[src/logic/usb_tx_ep_cfg.svh]
// Offsets, field positions, reset values and timing figures of the TX endpoint block
`ifndef USB_TX_EP_CFG_SVH
`define USB_TX_EP_CFG_SVH
// Register byte offsets
`define EP_CTRL_OFF 8'h00
`define INFO_OFF 8'h04
`define OTG_OFF 8'h08
// Endpoint control field positions
`define B_AUTO 31
`define B_ISO 30
`define B_DIR 29
`define B_DMA_EN 28
`define B_FORCE 27
`define B_DMA_MD 26
`define B_WEN 25
`define B_TGL 24
`define B_ARMED 16
`define F_MAXP 10:0
// Information register fields and reset values
`define F_VBUS_PULSE_LENGTH 31:24
`define F_CONNECT_FILTER_WAIT 23:20
`define F_ID_VALID_DELAY 19:16
`define VBUS_PULSE_LENGTH_RST 8'h3C
`define CONNECT_FILTER_WAIT_RST 4'h5
`define ID_VALID_DELAY_RST 4'hC
`define DMA_CHANS 4'h8
`define RAM_BITS 4'hC
`define RX_EPS 4'h7
`define TX_EPS 4'h7
// Own control/status register bits
`define B_VBUS_GO 0
`define B_PULLUP 1
`define B_VBUS_ON 8
`define B_CONN 9
`define B_ID_VALID 10
`define B_ID_LEVEL 11
`define B_HOST 12
// Times in tenths of a nanosecond
`define CLK_PER_DNS 250
`define VBUS_UNIT_DNS 5461000
`define CONN_UNIT_DNS 5333
`define ID_UNIT_DNS 43690000
`endif

[src/logic/usb_tx_ep_pkg.sv]
// Types shared by the TX endpoint block
package usb_tx_ep_pkg;
  typedef enum logic [1:0] {
    ARM_FILL = 2'b01,
    ARM_READY = 2'b10
  } arm_state_type;
  typedef logic [31:0] word_type;
endpackage

[src/logic/usb_tx_ep.sv]
// TX endpoint control, OTG delay timers, info register and TX FIFO
// Operation
// - Auto-arm marks packet ready once a full max-size packet is loaded.
// - Device role: iso bit selects isochronous, else bulk/interrupt.
// - Host role: iso bit has no effect and reads zero.
// - Direction bit: 1 transmit, 0 receive, for shared FIFOs.
// - DMA requests only while DMA request enable is set.
// - Force toggle flips data toggle and drops the FIFO packet.
// - DMA mode bit selects request mode 1 or mode 0.
// - Host role: toggle write enable lets software overwrite toggle.
// - Reading toggle bit returns the present data toggle.
// - Toggle writes load only while toggle write enable is set.
// - 8-bit field sets VBUS pulse length in 546.1 us steps.
// - 4-bit field sets connect filter wait in 533.3 ns steps; the logic rounds each step up to 22 clocks (550 ns).
// - 4-bit field sets ID valid delay in 4.369 ms steps.
// - Read-only field reports eight DMA channels.
// - Read-only field reports FIFO RAM address width twelve.
// - Read-only fields report seven RX and seven TX endpoints.
//
// Local design decisions: the placing of the registers and strobed register access.
`timescale 1ns/10ps
`include "usb_tx_ep_cfg.svh"

// ------------------------------------------------
// Word FIFO
// ------------------------------------------------
module tx_word_fifo #(
  parameter int WIDTH = 32,
  parameter int DEPTH = 8
) (
  input wire logic clk,
  input wire logic rst_n,
  input wire logic flush,
  input wire logic [WIDTH-1:0] in_data,
  input wire logic in_valid,
  output logic in_ready,
  output logic [WIDTH-1:0] out_data,
  output logic out_valid,
  input wire logic out_ready
);
  localparam int AW = $clog2(DEPTH);
  localparam logic [AW:0] DEPTH_C = DEPTH[AW:0];
  logic [WIDTH-1:0] mem_r [DEPTH];
  logic [AW-1:0] wr_ptr_r, rd_ptr_r;
  logic [AW:0] cnt_r, cnt_nxt;
  logic push, pop;

  assign push = in_valid & in_ready;
  assign pop = out_valid & out_ready;
  assign out_data = mem_r[rd_ptr_r];

  always_comb begin
    cnt_nxt = cnt_r;
    if (push && !pop) begin
      cnt_nxt = cnt_r + 1'b1;
    end else if (pop && !push) begin
      cnt_nxt = cnt_r - 1'b1;
    end
  end

  always_ff @(posedge clk) begin
    if (push) begin
      mem_r[wr_ptr_r] <= in_data;
    end
  end

  always_ff @(posedge clk or negedge rst_n) begin
    if (!rst_n) begin
      wr_ptr_r <= '0;
      rd_ptr_r <= '0;
      cnt_r <= '0;
      in_ready <= 1'b0;
      out_valid <= 1'b0;
    end else if (flush) begin
      wr_ptr_r <= '0;
      rd_ptr_r <= '0;
      cnt_r <= '0;
      in_ready <= 1'b1;
      out_valid <= 1'b0;
    end else begin
      if (push) begin
        wr_ptr_r <= (wr_ptr_r == AW'(DEPTH - 1)) ? '0 : wr_ptr_r + 1'b1;
      end
      if (pop) begin
        rd_ptr_r <= (rd_ptr_r == AW'(DEPTH - 1)) ? '0 : rd_ptr_r + 1'b1;
      end
      cnt_r <= cnt_nxt;
      // Flags kept as flops so both handshakes are glitch free
      in_ready <= (cnt_nxt != DEPTH_C);
      out_valid <= (cnt_nxt != '0);
    end
  end
endmodule // tx_word_fifo

// ------------------------------------------------
// Top
// ------------------------------------------------
module usb_tx_ep #(
  parameter int ADDR_W = 8,
  parameter int FIFO_DEPTH = 8,
  parameter int VBUS_UNIT_CYC = `VBUS_UNIT_DNS / `CLK_PER_DNS,
  parameter int ID_UNIT_CYC = `ID_UNIT_DNS / `CLK_PER_DNS
) (
  input wire logic clk,
  input wire logic reset_n,
  input wire logic [ADDR_W-1:0] reg_addr,
  input wire usb_tx_ep_pkg::word_type reg_wdata,
  input wire logic reg_wr,
  input wire logic reg_rd,
  output usb_tx_ep_pkg::word_type reg_rdata,
  input wire logic host_mode,
  input wire usb_tx_ep_pkg::word_type tx_in_data,
  input wire logic tx_in_valid,
  output logic tx_in_ready,
  output usb_tx_ep_pkg::word_type tx_out_data,
  output logic tx_out_valid,
  input wire logic tx_out_ready,
  input wire logic tx_ack,
  output logic tx_packet_armed,
  output logic tx_data_toggle,
  output logic iso_mode,
  output logic endpoint_is_tx,
  output logic dma_req,
  output logic dma_mode,
  output logic vbus_charge,
  input wire logic conn_raw,
  output logic conn_state,
  output logic id_pullup,
  output logic id_valid,
  input wire logic id_pin_level
);
  import usb_tx_ep_pkg::*;

  localparam int CONN_UNIT_CYC =
    (`CONN_UNIT_DNS + `CLK_PER_DNS - 1) / `CLK_PER_DNS;
  localparam int PRE_W = 18;

  function automatic logic hit(input logic [ADDR_W-1:0] a,
                               input logic [7:0] off);
    hit = (a == ADDR_W'(off));
  endfunction

  // ------------------------------------------------
  // Reset release
  // ------------------------------------------------
  logic rst_q1, rst_n;
  always_ff @(posedge clk or negedge reset_n) begin
    if (!reset_n) begin
      rst_q1 <= 1'b0;
      rst_n <= 1'b0;
    end else begin
      rst_q1 <= 1'b1;
      rst_n <= rst_q1;
    end
  end

  // ------------------------------------------------
  // Register writes
  // ------------------------------------------------
  logic wr_ctrl, wr_info, wr_otg;
  logic auto_arm_enable_r, iso_sel_r, dir_r, dma_request_enable_r;
  logic force_toggle_r, dma_request_mode_sel_r, toggle_write_enable_r;
  logic [10:0] tx_max_packet_size_r;
  logic [7:0] vbus_pulse_length_r;
  logic [3:0] connect_filter_wait_r, id_valid_delay_r;
  logic id_pullup_q, vbus_go;

  assign wr_ctrl = reg_wr & hit(reg_addr, `EP_CTRL_OFF);
  assign wr_info = reg_wr & hit(reg_addr, `INFO_OFF);
  assign wr_otg = reg_wr & hit(reg_addr, `OTG_OFF);
  assign vbus_go = wr_otg & reg_wdata[`B_VBUS_GO];

  always_ff @(posedge clk or negedge rst_n) begin
    if (!rst_n) begin
      auto_arm_enable_r <= 1'b0;
      iso_sel_r <= 1'b0;
      dir_r <= 1'b0;
      dma_request_enable_r <= 1'b0;
      dma_request_mode_sel_r <= 1'b0;
      toggle_write_enable_r <= 1'b0;
      tx_max_packet_size_r <= '0;
    end else if (wr_ctrl) begin
      auto_arm_enable_r <= reg_wdata[`B_AUTO];
      iso_sel_r <= reg_wdata[`B_ISO];
      dir_r <= reg_wdata[`B_DIR];
      dma_request_enable_r <= reg_wdata[`B_DMA_EN];
      // Mode is only safe to clear after enable is already low
      dma_request_mode_sel_r <= reg_wdata[`B_DMA_MD];
      toggle_write_enable_r <= reg_wdata[`B_WEN];
      tx_max_packet_size_r <= reg_wdata[`F_MAXP];
    end
  end

  // One-shot: reads back set only in the cycle it acts
  always_ff @(posedge clk or negedge rst_n) begin
    if (!rst_n) begin
      force_toggle_r <= 1'b0;
    end else begin
      force_toggle_r <= wr_ctrl & reg_wdata[`B_FORCE];
    end
  end

  always_ff @(posedge clk or negedge rst_n) begin
    if (!rst_n) begin
      vbus_pulse_length_r <= `VBUS_PULSE_LENGTH_RST;
      connect_filter_wait_r <= `CONNECT_FILTER_WAIT_RST;
      id_valid_delay_r <= `ID_VALID_DELAY_RST;
    end else if (wr_info) begin
      vbus_pulse_length_r <= reg_wdata[`F_VBUS_PULSE_LENGTH];
      connect_filter_wait_r <= reg_wdata[`F_CONNECT_FILTER_WAIT];
      id_valid_delay_r <= reg_wdata[`F_ID_VALID_DELAY];
    end
  end

  always_ff @(posedge clk or negedge rst_n) begin
    if (!rst_n) begin
      id_pullup <= 1'b0;
      id_pullup_q <= 1'b0;
    end else begin
      if (wr_otg) begin
        id_pullup <= reg_wdata[`B_PULLUP];
      end
      id_pullup_q <= id_pullup;
    end
  end

  // ------------------------------------------------
  // Data path and packet arming
  // ------------------------------------------------
  word_type fifo_data;
  logic fifo_valid, fifo_take, push, arm_set, arm_clr, auto_hit;
  logic [10:0] word_cnt_r;
  arm_state_type arm_r;

  assign push = tx_in_valid & tx_in_ready;
  assign fifo_take = fifo_valid & arm_r[1] & ~force_toggle_r &
                     (~tx_out_valid | tx_out_ready);
  assign auto_hit = auto_arm_enable_r & push & (tx_max_packet_size_r != '0) &
                    (word_cnt_r + 11'h001 == tx_max_packet_size_r);
  // Short packets still need the software arm bit
  assign arm_set = auto_hit | (wr_ctrl & reg_wdata[`B_ARMED]);
  assign arm_clr = tx_ack | force_toggle_r;

  tx_word_fifo #(
    .WIDTH(32),
    .DEPTH(FIFO_DEPTH)
  ) u_fifo (
    .clk(clk),
    .rst_n(rst_n),
    .flush(force_toggle_r),
    .in_data(tx_in_data),
    .in_valid(tx_in_valid),
    .in_ready(tx_in_ready),
    .out_data(fifo_data),
    .out_valid(fifo_valid),
    .out_ready(fifo_take)
  );

  always_ff @(posedge clk or negedge rst_n) begin
    if (!rst_n) begin
      word_cnt_r <= '0;
    end else if (force_toggle_r || arm_set) begin
      word_cnt_r <= '0;
    end else if (push) begin
      word_cnt_r <= word_cnt_r + 11'h001;
    end
  end

  // Arming wins over a same-cycle ack so no packet is lost
  always_ff @(posedge clk or negedge rst_n) begin
    if (!rst_n) begin
      arm_r <= ARM_FILL;
    end else begin
      unique case (arm_r)
        ARM_FILL: begin
          if (arm_set) begin
            arm_r <= ARM_READY;
          end
        end
        ARM_READY: begin
          if (arm_clr && !arm_set) begin
            arm_r <= ARM_FILL;
          end
        end
        default: arm_r <= ARM_FILL;
      endcase
    end
  end
  assign tx_packet_armed = arm_r[1];

  always_ff @(posedge clk or negedge rst_n) begin
    if (!rst_n) begin
      tx_out_valid <= 1'b0;
      tx_out_data <= '0;
    end else if (force_toggle_r) begin
      tx_out_valid <= 1'b0;
    end else if (fifo_take) begin
      tx_out_valid <= 1'b1;
      tx_out_data <= fifo_data;
    end else if (tx_out_ready) begin
      tx_out_valid <= 1'b0;
    end
  end

  // ------------------------------------------------
  // Data toggle
  // ------------------------------------------------
  logic tgl_flip, tgl_load;
  assign tgl_flip = tx_ack | force_toggle_r;
  assign tgl_load = wr_ctrl & host_mode & toggle_write_enable_r;

  always_ff @(posedge clk or negedge rst_n) begin
    if (!rst_n) begin
      tx_data_toggle <= 1'b0;
    end else if (tgl_flip) begin
      tx_data_toggle <= ~tx_data_toggle;
    end else if (tgl_load) begin
      tx_data_toggle <= reg_wdata[`B_TGL];
    end
  end

  // ------------------------------------------------
  // Mode and DMA outputs
  // ------------------------------------------------
  always_ff @(posedge clk or negedge rst_n) begin
    if (!rst_n) begin
      iso_mode <= 1'b0;
      endpoint_is_tx <= 1'b0;
      dma_req <= 1'b0;
      dma_mode <= 1'b0;
    end else begin
      iso_mode <= iso_sel_r & ~host_mode;
      endpoint_is_tx <= dir_r;
      dma_mode <= dma_request_mode_sel_r;
      // Mode 1 asks only between packets, mode 0 whenever there is room
      dma_req <= dma_request_enable_r & tx_in_ready &
                 (~dma_request_mode_sel_r | ~arm_r[1]);
    end
  end

  // ------------------------------------------------
  // Delay timers: 0 VBUS pulse, 1 connect filter, 2 ID valid
  // ------------------------------------------------
  localparam int UNIT [3] = '{VBUS_UNIT_CYC, CONN_UNIT_CYC, ID_UNIT_CYC};
  logic [7:0] t_len [3];
  logic [2:0] t_start, t_stop, t_run_r, t_done_r;

  assign t_len[0] = vbus_pulse_length_r;
  assign t_len[1] = {4'h0, connect_filter_wait_r};
  assign t_len[2] = {4'h0, id_valid_delay_r};
  assign t_start[0] = vbus_go;
  assign t_stop[0] = 1'b0;
  assign t_start[1] = (conn_raw != conn_state) & ~t_run_r[1] & ~t_done_r[1];
  assign t_stop[1] = (conn_raw == conn_state);
  assign t_start[2] = id_pullup & ~id_pullup_q;
  assign t_stop[2] = ~id_pullup;

  for (genvar i = 0; i < 3; i++) begin : g_tmr
    logic [PRE_W-1:0] pre_r;
    logic [7:0] step_r;
    logic last;
    // One step per unit of prescaled clock
    assign last = (t_len[i] == '0) ||
                  ((pre_r == PRE_W'(UNIT[i] - 1)) &&
                   (step_r + 8'h01 == t_len[i]));
    always_ff @(posedge clk or negedge rst_n) begin
      if (!rst_n) begin
        pre_r <= '0;
        step_r <= '0;
        t_run_r[i] <= 1'b0;
        t_done_r[i] <= 1'b0;
      end else begin
        t_done_r[i] <= 1'b0;
        if (t_start[i]) begin
          pre_r <= '0;
          step_r <= '0;
          t_run_r[i] <= 1'b1;
        end else if (t_stop[i]) begin
          t_run_r[i] <= 1'b0;
        end else if (t_run_r[i]) begin
          if (last) begin
            t_run_r[i] <= 1'b0;
            t_done_r[i] <= 1'b1;
          end else if (pre_r == PRE_W'(UNIT[i] - 1)) begin
            pre_r <= '0;
            step_r <= step_r + 8'h01;
          end else begin
            pre_r <= pre_r + 1'b1;
          end
        end
      end
    end
  end

  assign vbus_charge = t_run_r[0];

  logic id_level_r;
  always_ff @(posedge clk or negedge rst_n) begin
    if (!rst_n) begin
      conn_state <= 1'b0;
      id_valid <= 1'b0;
      id_level_r <= 1'b0;
    end else begin
      if (t_done_r[1] && conn_raw != conn_state) begin
        conn_state <= conn_raw;
      end
      if (!id_pullup) begin
        id_valid <= 1'b0;
      end else if (t_done_r[2]) begin
        id_valid <= 1'b1;
      end
      if (id_valid) begin
        id_level_r <= id_pin_level;
      end
    end
  end

  // ------------------------------------------------
  // Register reads
  // ------------------------------------------------
  always_ff @(posedge clk or negedge rst_n) begin
    if (!rst_n) begin
      reg_rdata <= '0;
    end else begin
      reg_rdata <= '0;
      if (reg_rd && hit(reg_addr, `EP_CTRL_OFF)) begin
        reg_rdata[`B_AUTO] <= auto_arm_enable_r;
        reg_rdata[`B_ISO] <= iso_sel_r & ~host_mode;
        reg_rdata[`B_DIR] <= dir_r;
        reg_rdata[`B_DMA_EN] <= dma_request_enable_r;
        reg_rdata[`B_FORCE] <= force_toggle_r;
        reg_rdata[`B_DMA_MD] <= dma_request_mode_sel_r;
        reg_rdata[`B_WEN] <= toggle_write_enable_r;
        reg_rdata[`B_TGL] <= tx_data_toggle;
        reg_rdata[`B_ARMED] <= arm_r[1];
        reg_rdata[`F_MAXP] <= tx_max_packet_size_r;
      end else if (reg_rd && hit(reg_addr, `INFO_OFF)) begin
        reg_rdata <= {vbus_pulse_length_r, connect_filter_wait_r,
                      id_valid_delay_r, `DMA_CHANS, `RAM_BITS,
                      `RX_EPS, `TX_EPS};
      end else if (reg_rd && hit(reg_addr, `OTG_OFF)) begin
        reg_rdata[`B_PULLUP] <= id_pullup;
        reg_rdata[`B_VBUS_ON] <= t_run_r[0];
        reg_rdata[`B_CONN] <= conn_state;
        reg_rdata[`B_ID_VALID] <= id_valid;
        reg_rdata[`B_ID_LEVEL] <= id_level_r;
        reg_rdata[`B_HOST] <= host_mode;
      end
    end
  end

  // Pulse length counted in helper logic, far too long for a delay range
  logic [23:0] vbus_hi_cnt_r;
  always_ff @(posedge clk or negedge rst_n) begin
    if (!rst_n) begin
      vbus_hi_cnt_r <= '0;
    end else if (vbus_go) begin
      vbus_hi_cnt_r <= '0;
    end else if (vbus_charge) begin
      vbus_hi_cnt_r <= vbus_hi_cnt_r + 24'h000001;
    end
  end
endmodule // usb_tx_ep

[config.mk]
export PLATFORM = sky130hd
export DESIGN_NAME = usb_tx_ep
export DESIGN_NICKNAME = d
export VERILOG_FILES = /design/src/logic/usb_tx_ep_pkg.sv /design/src/logic/usb_tx_ep.sv
export VERILOG_INCLUDE_DIRS = /design/src /design/src/logic
export SDC_FILE = /design/constraint.sdc
export NUM_CORES = 1
export LEC_CHECK = 0
export BUFFER_PORTS_ARGS = -buffer_cell sky130_fd_sc_hd__buf_2
export CAP_MARGIN = 15
export CORE_MARGIN = 2
export CORE_UTILIZATION = 29
export DETAILED_ROUTE_END_ITERATION = 8
export GPL_ROUTABILITY_DRIVEN = 0
export SLEW_MARGIN = 20
export SYNTH_ARGS = -nofsm -noshare
export SYNTH_HDL_FRONTEND = slang
export SYNTH_SLANG_ARGS = --single-unit
export TNS_END_PERCENT = 100
[constraint.sdc]
create_clock -name clk -period 18.55 [get_ports clk]
set_input_delay 0 -clock clk [delete_from_list [all_inputs] [get_ports clk]]
set_output_delay 0 -clock clk [all_outputs]
set_load 0.02 [all_outputs]
=== After elaboration in Yosys (flattened, before gate mapping) ===
Memories as Yosys holds them, arrays and structs flattened. A register that Yosys moved wholly into a read port is not among the register bits.
Index checks and enable logic that the tools add are counted.

* Logic and storage cells: 241
* Bits in writable memories: 256
* Bits of input ports: 82
* Bits in registers: 187
* Memories: 1
* Output and inout port bits: 76

* Bitwise operators: 35
* Muxes and demuxes: 84
* Reduce and logical (&&, ||, !) cells: 44
* $add $sub $neg: 11
* Eq/ne operators: 23

{| class="wikitable"
|+ Memories
! name !! depth !! bits a word !! read ports !! clocked after memory_dff !! write ports !! line !! text
|-
| u_fifo.mem_r || 8 || 32 || 1 || 1 || 1 || usb_tx_ep.sv:43 || <nowiki>logic [WIDTH-1:0] mem_r [DEPTH];</nowiki>
|}

{| class="wikitable"
|+ Operators with widths
! operator !! count
|-
| $mux W18 || 14
|-
| $mux W8 || 15
|-
| $add A18 B1 Y18 const B || 3
|-
| $mux W1 || 34
|-
| $mux W11 || 3
|-
| $logic_not A8 Y1 || 4
|-
| $add A8 B1 Y8 const B || 3
|-
| $and A1 B1 Y1 || 22
|-
| $reduce_bool A2 Y1 || 11
|-
| $mux W5 || 4
|-
| $mux W19 || 1
|-
| $eq A18 B15 Y1 const B || 1
|-
| $eq A18 B18 Y1 const B || 1
|-
| $eq A18 B5 Y1 const B || 1
|-
| $mux W3 || 6
|-
| $eq A8 B4 Y1 || 2
|-
| $mux W4 || 3
|-
| $ne A2 B2 Y1 const B || 6
|-
| $add A11 B1 Y11 const B || 1
|-
| $eq A11 B11 Y1 || 1
|-
| $reduce_bool A11 Y1 || 1
|-
| $logic_and A1 B1 Y1 || 10
|-
| $not A1 Y1 || 9
|-
| $reduce_and A3 Y1 || 3
|-
| other kinds (23) || 38
|}

=== Longest topological paths before layout ===
* Depth in word-level cells: 9
* Gate-level depth with buffers: 9
* Mapped depth without buffers: 8

=== Hierarchy ===
A second synthesis with hierarchy kept.

* Cells, all modules: 1427
* Area, all modules: 20333.3 um^2

{| class="wikitable"
|+ By module, submodules not included
! module !! instances !! area each (um^2) !! cells an instance !! sequential area each (um^2)
|-
| tx_word_fifo || 1 || 10292.4 || 454 || 7987.7
|-
| usb_tx_ep || 1 || 10040.9 || 973 || 5141.2
|}

=== Worst setup path after synthesis ===
OpenSTA, ideal clock, no wires.

* Path kind: register to register
* From: register u_fifo.in_ready
* To: memory u_fifo.mem_r[0][0] (enable)
* Arrival time: 4041 ps
* Stages on the path, launching flop included: 5
* Path buffers: 2
* Library setup time: 501 ps
* Period minus slack after synthesis: 4543 ps
* Slack: 14007 ps
* Required time: 18049 ps
* Cells stage by stage: dfrtp_1 -> nand2_1 -> clkbuf_1 -> clkbuf_1 -> nor4_1

* Word-level cells in the longest chain between the ends: 3

{| class="wikitable"
|+ RTL lines
! what !! line !! text
|-
| start: declaration || usb_tx_ep.sv:36 || <nowiki>output logic in_ready,</nowiki>
|-
| start signal: assignment || usb_tx_ep.sv:89 || <nowiki>in_ready <= (cnt_nxt != DEPTH_C);</nowiki>
|-
| $and A1 B1 Y1 || usb_tx_ep.sv:48 || <nowiki>assign push = in_valid & in_ready;</nowiki>
|-
| $mux W1 || usb_tx_ep.sv:62 || <nowiki>if (push) begin</nowiki>
|-
| $mux W1 (not written as such) || usb_tx_ep.sv:63 || <nowiki>mem_r[wr_ptr_r] <= in_data;</nowiki>
|-
| end: declaration || usb_tx_ep.sv:43 ||
|}

No other way between the ends.

=== Final worst setup path ===
* From: register g_tmr[2].step_r[0]
* To: register g_tmr[2].pre_r[2]

* Word-level cells in the longest chain between the ends: 6

{| class="wikitable"
|+ RTL lines
! what !! line !! text
|-
| start: declaration || usb_tx_ep.sv:360 || <nowiki>logic [7:0] step_r;</nowiki>
|-
| start signal: assignment || usb_tx_ep.sv:386 || <nowiki>step_r <= step_r + 8'h01;</nowiki>
|-
| $add A8 B1 Y8 || usb_tx_ep.sv:365 || <nowiki>(step_r + 8'h01 == t_len[i]));</nowiki>
|-
| $eq A8 B4 Y1 || usb_tx_ep.sv:365 ||
|-
| $logic_and A1 B1 Y1 || usb_tx_ep.sv:364 || <nowiki>((pre_r == PRE_W'(UNIT[i] - 1)) &&</nowiki>
|-
| $logic_or A1 B1 Y1 || usb_tx_ep.sv:363 || <nowiki>assign last = (t_len[i] == '0) ||</nowiki>
|-
| $ne A2 B2 Y1 (no line) || n/a ||
|-
| $reduce_and A3 Y1 (no line) || n/a ||
|-
| end signal: assignment || usb_tx_ep.sv:388 || <nowiki>pre_r <= pre_r + 1'b1;</nowiki>
|-
| end: declaration || usb_tx_ep.sv:359 || <nowiki>logic [PRE_W-1:0] pre_r;</nowiki>
|}

No other way between the ends.
A chain may end at the register's enable or synchronous reset.

==> results.json <==
{
  "status": "finished, final reports clean",
  "dpl.hpwl_um": 27600,
  "drt_pass1_iterations": 7,
  "syn_area_per_cell_um2": 14.0,
  "clkTransAtPathRegs_ns": 0.06,
  "yosysTopAreaCellShare_pct": 38.1,
  "nets": 1780,
  "yosys_warnings": 0,
  "synth_ff_type": "edfxtp_1",
  "ys_ff_latch": 473,
  "remaining_drc_errors": 0,
  "ioPinCount": 158,
  "combPwrFrac_pct": 11.9,
  "worstSetupPathType": "flip-flop to flip-flop",
  "p_int_uw": 1990,
  "n_fill_cell": 6614,
  "switchingPower_uw": 712,
  "synth.most_common_cell": "edfxtp_1",
  "rows": 96,
  "grt-ovfl-total": 0,
  "antenna_found_initial": 3,
  "synth_top_area_cell": "edfxtp_1",
  "start_kind": "flip-flop",
  "power_density_nw_per_um2": 110,
  "clock.fmax_mhz": 364,
  "max_stage_delay_ns": 0.47,
  "h-tree-depth": 2,
  "yosys-top-cells-area": "edfxtp_1, dfrtp_1, mux4_2",
  "avgRoutedWirePerCell_um": 17.7,
  "pwr-share-clk_pct": 40.6,
  "relSlewSlack_pct": 29.0,
  "cp_top_family": "simple AND/OR/NAND/NOR gates",
  "synth_common_cells": "edfxtp_1, dfrtp_1, nor2_1, nand2_1, mux4_2",
  "syn_to_final_growth_pct": 22.4,
  "drv_cap": 0,
  "cts_tree": "yes",
  "grt_usage_pct": 13.3,
  "clk_latency_ns": 0.62,
  "vias": 12660,
  "p_sw_share_pct": 26.3,
  "period_share_pct": 14.8,
  "cp_max_fo": 11,
  "syn_area_um2": 20200,
  "io_buffers": 150,
  "post_cts_buffers": 0,
  "period_needed_ns": 2.75,
  "drive_gt1_share_pct": 23.4,
  "timing.hold.ws_ns": 0.0735,
  "fin_tns_setup_ns": 0,
  "hp-class": "primary input to flip-flop",
  "yosysSeqAreaShare_pct": 65.1,
  "cts_sinks": 473,
  "crit_chain": "ha_1 > nor2b_1 > or3_1 > a21oi_1 > o2111ai_1 > nand2_1 > nand2_1 > a21oi_1",
  "root_buffer": "clkbuf_16",
  "drtIter0Drc": 864,
  "grt_max_degree": 75,
  "start_util_pct": 29.3,
  "die_y_um": 268,
  "clockBufferDepth": 3,
  "pwr-share-seq_pct": 47.5,
  "synth_edf_count": 256,
  "skew_ns": 0.0374,
  "postRouteAntennaNets": 0,
  "viasPerCell": 4.76,
  "cp_slowest_cell": "dfrtp_1",
  "cp.arrival_ns": 3.25,
  "syn_inst": 1443,
  "slew_viol_final": 0,
  "cts_buffers": 54,
  "ir_drop_mv": 0.0756,
  "end_kind": "flip-flop",
  "design_area_um2": 24700,
  "ctsResizeCount": 0,
  "core_region_area_um2": 68700,
  "multi_input_area_um2": 6790,
  "regArea_um2": 13100,
  "worst_pin_slew_ns": 1.06,
  "dpl_cell_area_um2": 22000,
  "worst-path-buf-inv": 0,
  "synth_cell_type_count": 79,
  "power_leakage_uw": 0.00933,
  "grt_pass1_vias": 13235,
  "grt_first_pass_wirelength_um": 74800,
  "setup_viol": 0,
  "async_flop_share_pct": 45.9,
  "rsz0062_at_grt": "no",
  "wl_um": 47000,
  "dieWidth_um": 268,
  "crit_required_ns": 19.05,
  "die-area_um2": 71600,
  "hold_viol_final": 0
}
## per-stage QoR
step | setup slack (ns) | cells | total power [uW] | utilization [%]
final | 15.80 | 2662 | 2700 | 35.9
after global routing | 15.55 | 2662 | 2830 | 35.9
after CTS | 15.70 | 2660 | 2740 | 35.9
after detailed placement | 15.72 | 2481 | 1620 | 32.1
after global placement | 15.76 | 2481 | 1600 | 32.1
after floorplan | 12.07 | 1444 | 1500 | -
## timing repair
action | 4_1_cts | 5_1_grt
setup endpoints to repair | 0 | 0
hold endpoints to repair | 326 | 0
hold buffers | 78 | 0
## layout by cell type (no fill, tap or decap), types with 16 or more instances in the layout
| master | instances |
|---|---|
| nor4_1 | 16 |
| clkbuf_16 | 54 |
| nand3_1 | 52 |
| xnor2_1 | 40 |
| nand2_1 | 90 |
| mux2_2 | 35 |
| buf_2 | 150 |
| buf_4 | 18 |
| a21oi_1 | 61 |
| dlygate4sd3_1 | 78 |
| nor2_1 | 157 |
| o21ai_0 | 25 |
| nor3_1 | 21 |
| edfxtp_1 | 256 |
| mux2i_1 | 51 |
| mux4_2 | 64 |
| nand4_1 | 19 |
| and3_1 | 21 |
| xor2_1 | 44 |
| dfrtp_1 | 204 |
## flip-flops by register name, indices dropped and copies added, names as in the netlist, 2 cells and up
register,flops
u_fifo.mem_r,256
g_tmr.pre_r,54
tx_out_data,32
reg_rdata,30
g_tmr.step_r,24
tx_max_packet_size_r,11
word_cnt_r,11
vbus_pulse_length_r,8
connect_filter_wait_r,4
id_valid_delay_r,4
u_fifo.cnt_r,4
u_fifo.rd_ptr_r,3
u_fifo.wr_ptr_r,3
arm_r,2
t_done_r,2
t_run_r,2
## power by group through the flow
stage          Clock (uW)  Sequential [uW]  Combinational, uW
2_1_floorplan           0             1300                199
3_3_place_gp            0             1300                307
3_5_place_dp            0             1300                317
4_1_cts              1130             1280                332
5_1_grt              1170             1300                360
6_report             1100             1280                322
## kinds of logic after synthesis
group / synth area share (%)
AOI/OAI and AO/OA: 5.02
adders and majority gates: 0.869
muxes: 11.6
other: 0.0372
xor gates and xnor gates: 3.65
buffers and inverters: 1.53
DFF: 65.1
and+or+nand+nor: 12.1
## per-layer routing
layer	up-vias	part of all wire [%]	routed length (um)	track usage, %
met1	6410	44	20700	16.9
li1	5896	-	-	-
met5	-	0.015	7	0
met3	66	5.3	2510	2.87
met4	2	1.8	857	3.61
met2	286	49	22900	22.7
## final cells by class
class | instances | area share, %
Sequential cell | 473 | 53.2
Tap cell | 931 | 4.72
Multi-Input combinational cell | 894 | 27.5
Timing Repair Buffer | 246 | 6.75
Clock buffer | 64 | 5.79
Inverter | 15 | 0.228
Antenna cell | 2 | 0.0203
Clock inverter | 37 | 1.74
## worst paths after layout
kind / cells past startpoint / slack [ns] / from / endpoint
setup / recovery: 8 / 15.80 / g_tmr[2].step_r[0]$_DFFE_PN0P_ / g_tmr[2].pre_r[2]$_DFFE_PN0P_
setup reg to reg: 8 / 15.80 / g_tmr[2].step_r[0]$_DFFE_PN0P_ / g_tmr[2].pre_r[2]$_DFFE_PN0P_
hold reg to reg: 0 / 0.18 / rst_n$_DFF_PN0_ / tx_out_data[31]$_DFFE_PN0P_
min in group asynchronous: 0 / 0.18 / rst_n$_DFF_PN0_ / tx_out_data[31]$_DFFE_PN0P_
hold / removal: 5 / 0.07 / reg_addr[1] / id_pullup$_DFFE_PN0P_
max in group asynchronous: 2 / 16.18 / rst_n$_DFF_PN0_ / u_fifo.rd_ptr_r[0]$_DFFE_PN0P_
## worst reg2reg max path: cells and delay by family, from the launching register on
family	cells	cell delay, ns
AOI/OAI and AO/OA	3	0.70
and+or+nand+nor	4	1.15
adders and majority gates	1	0.33
DFF	1	0.47
Note: power is estimated with default switching activity, not from simulation.
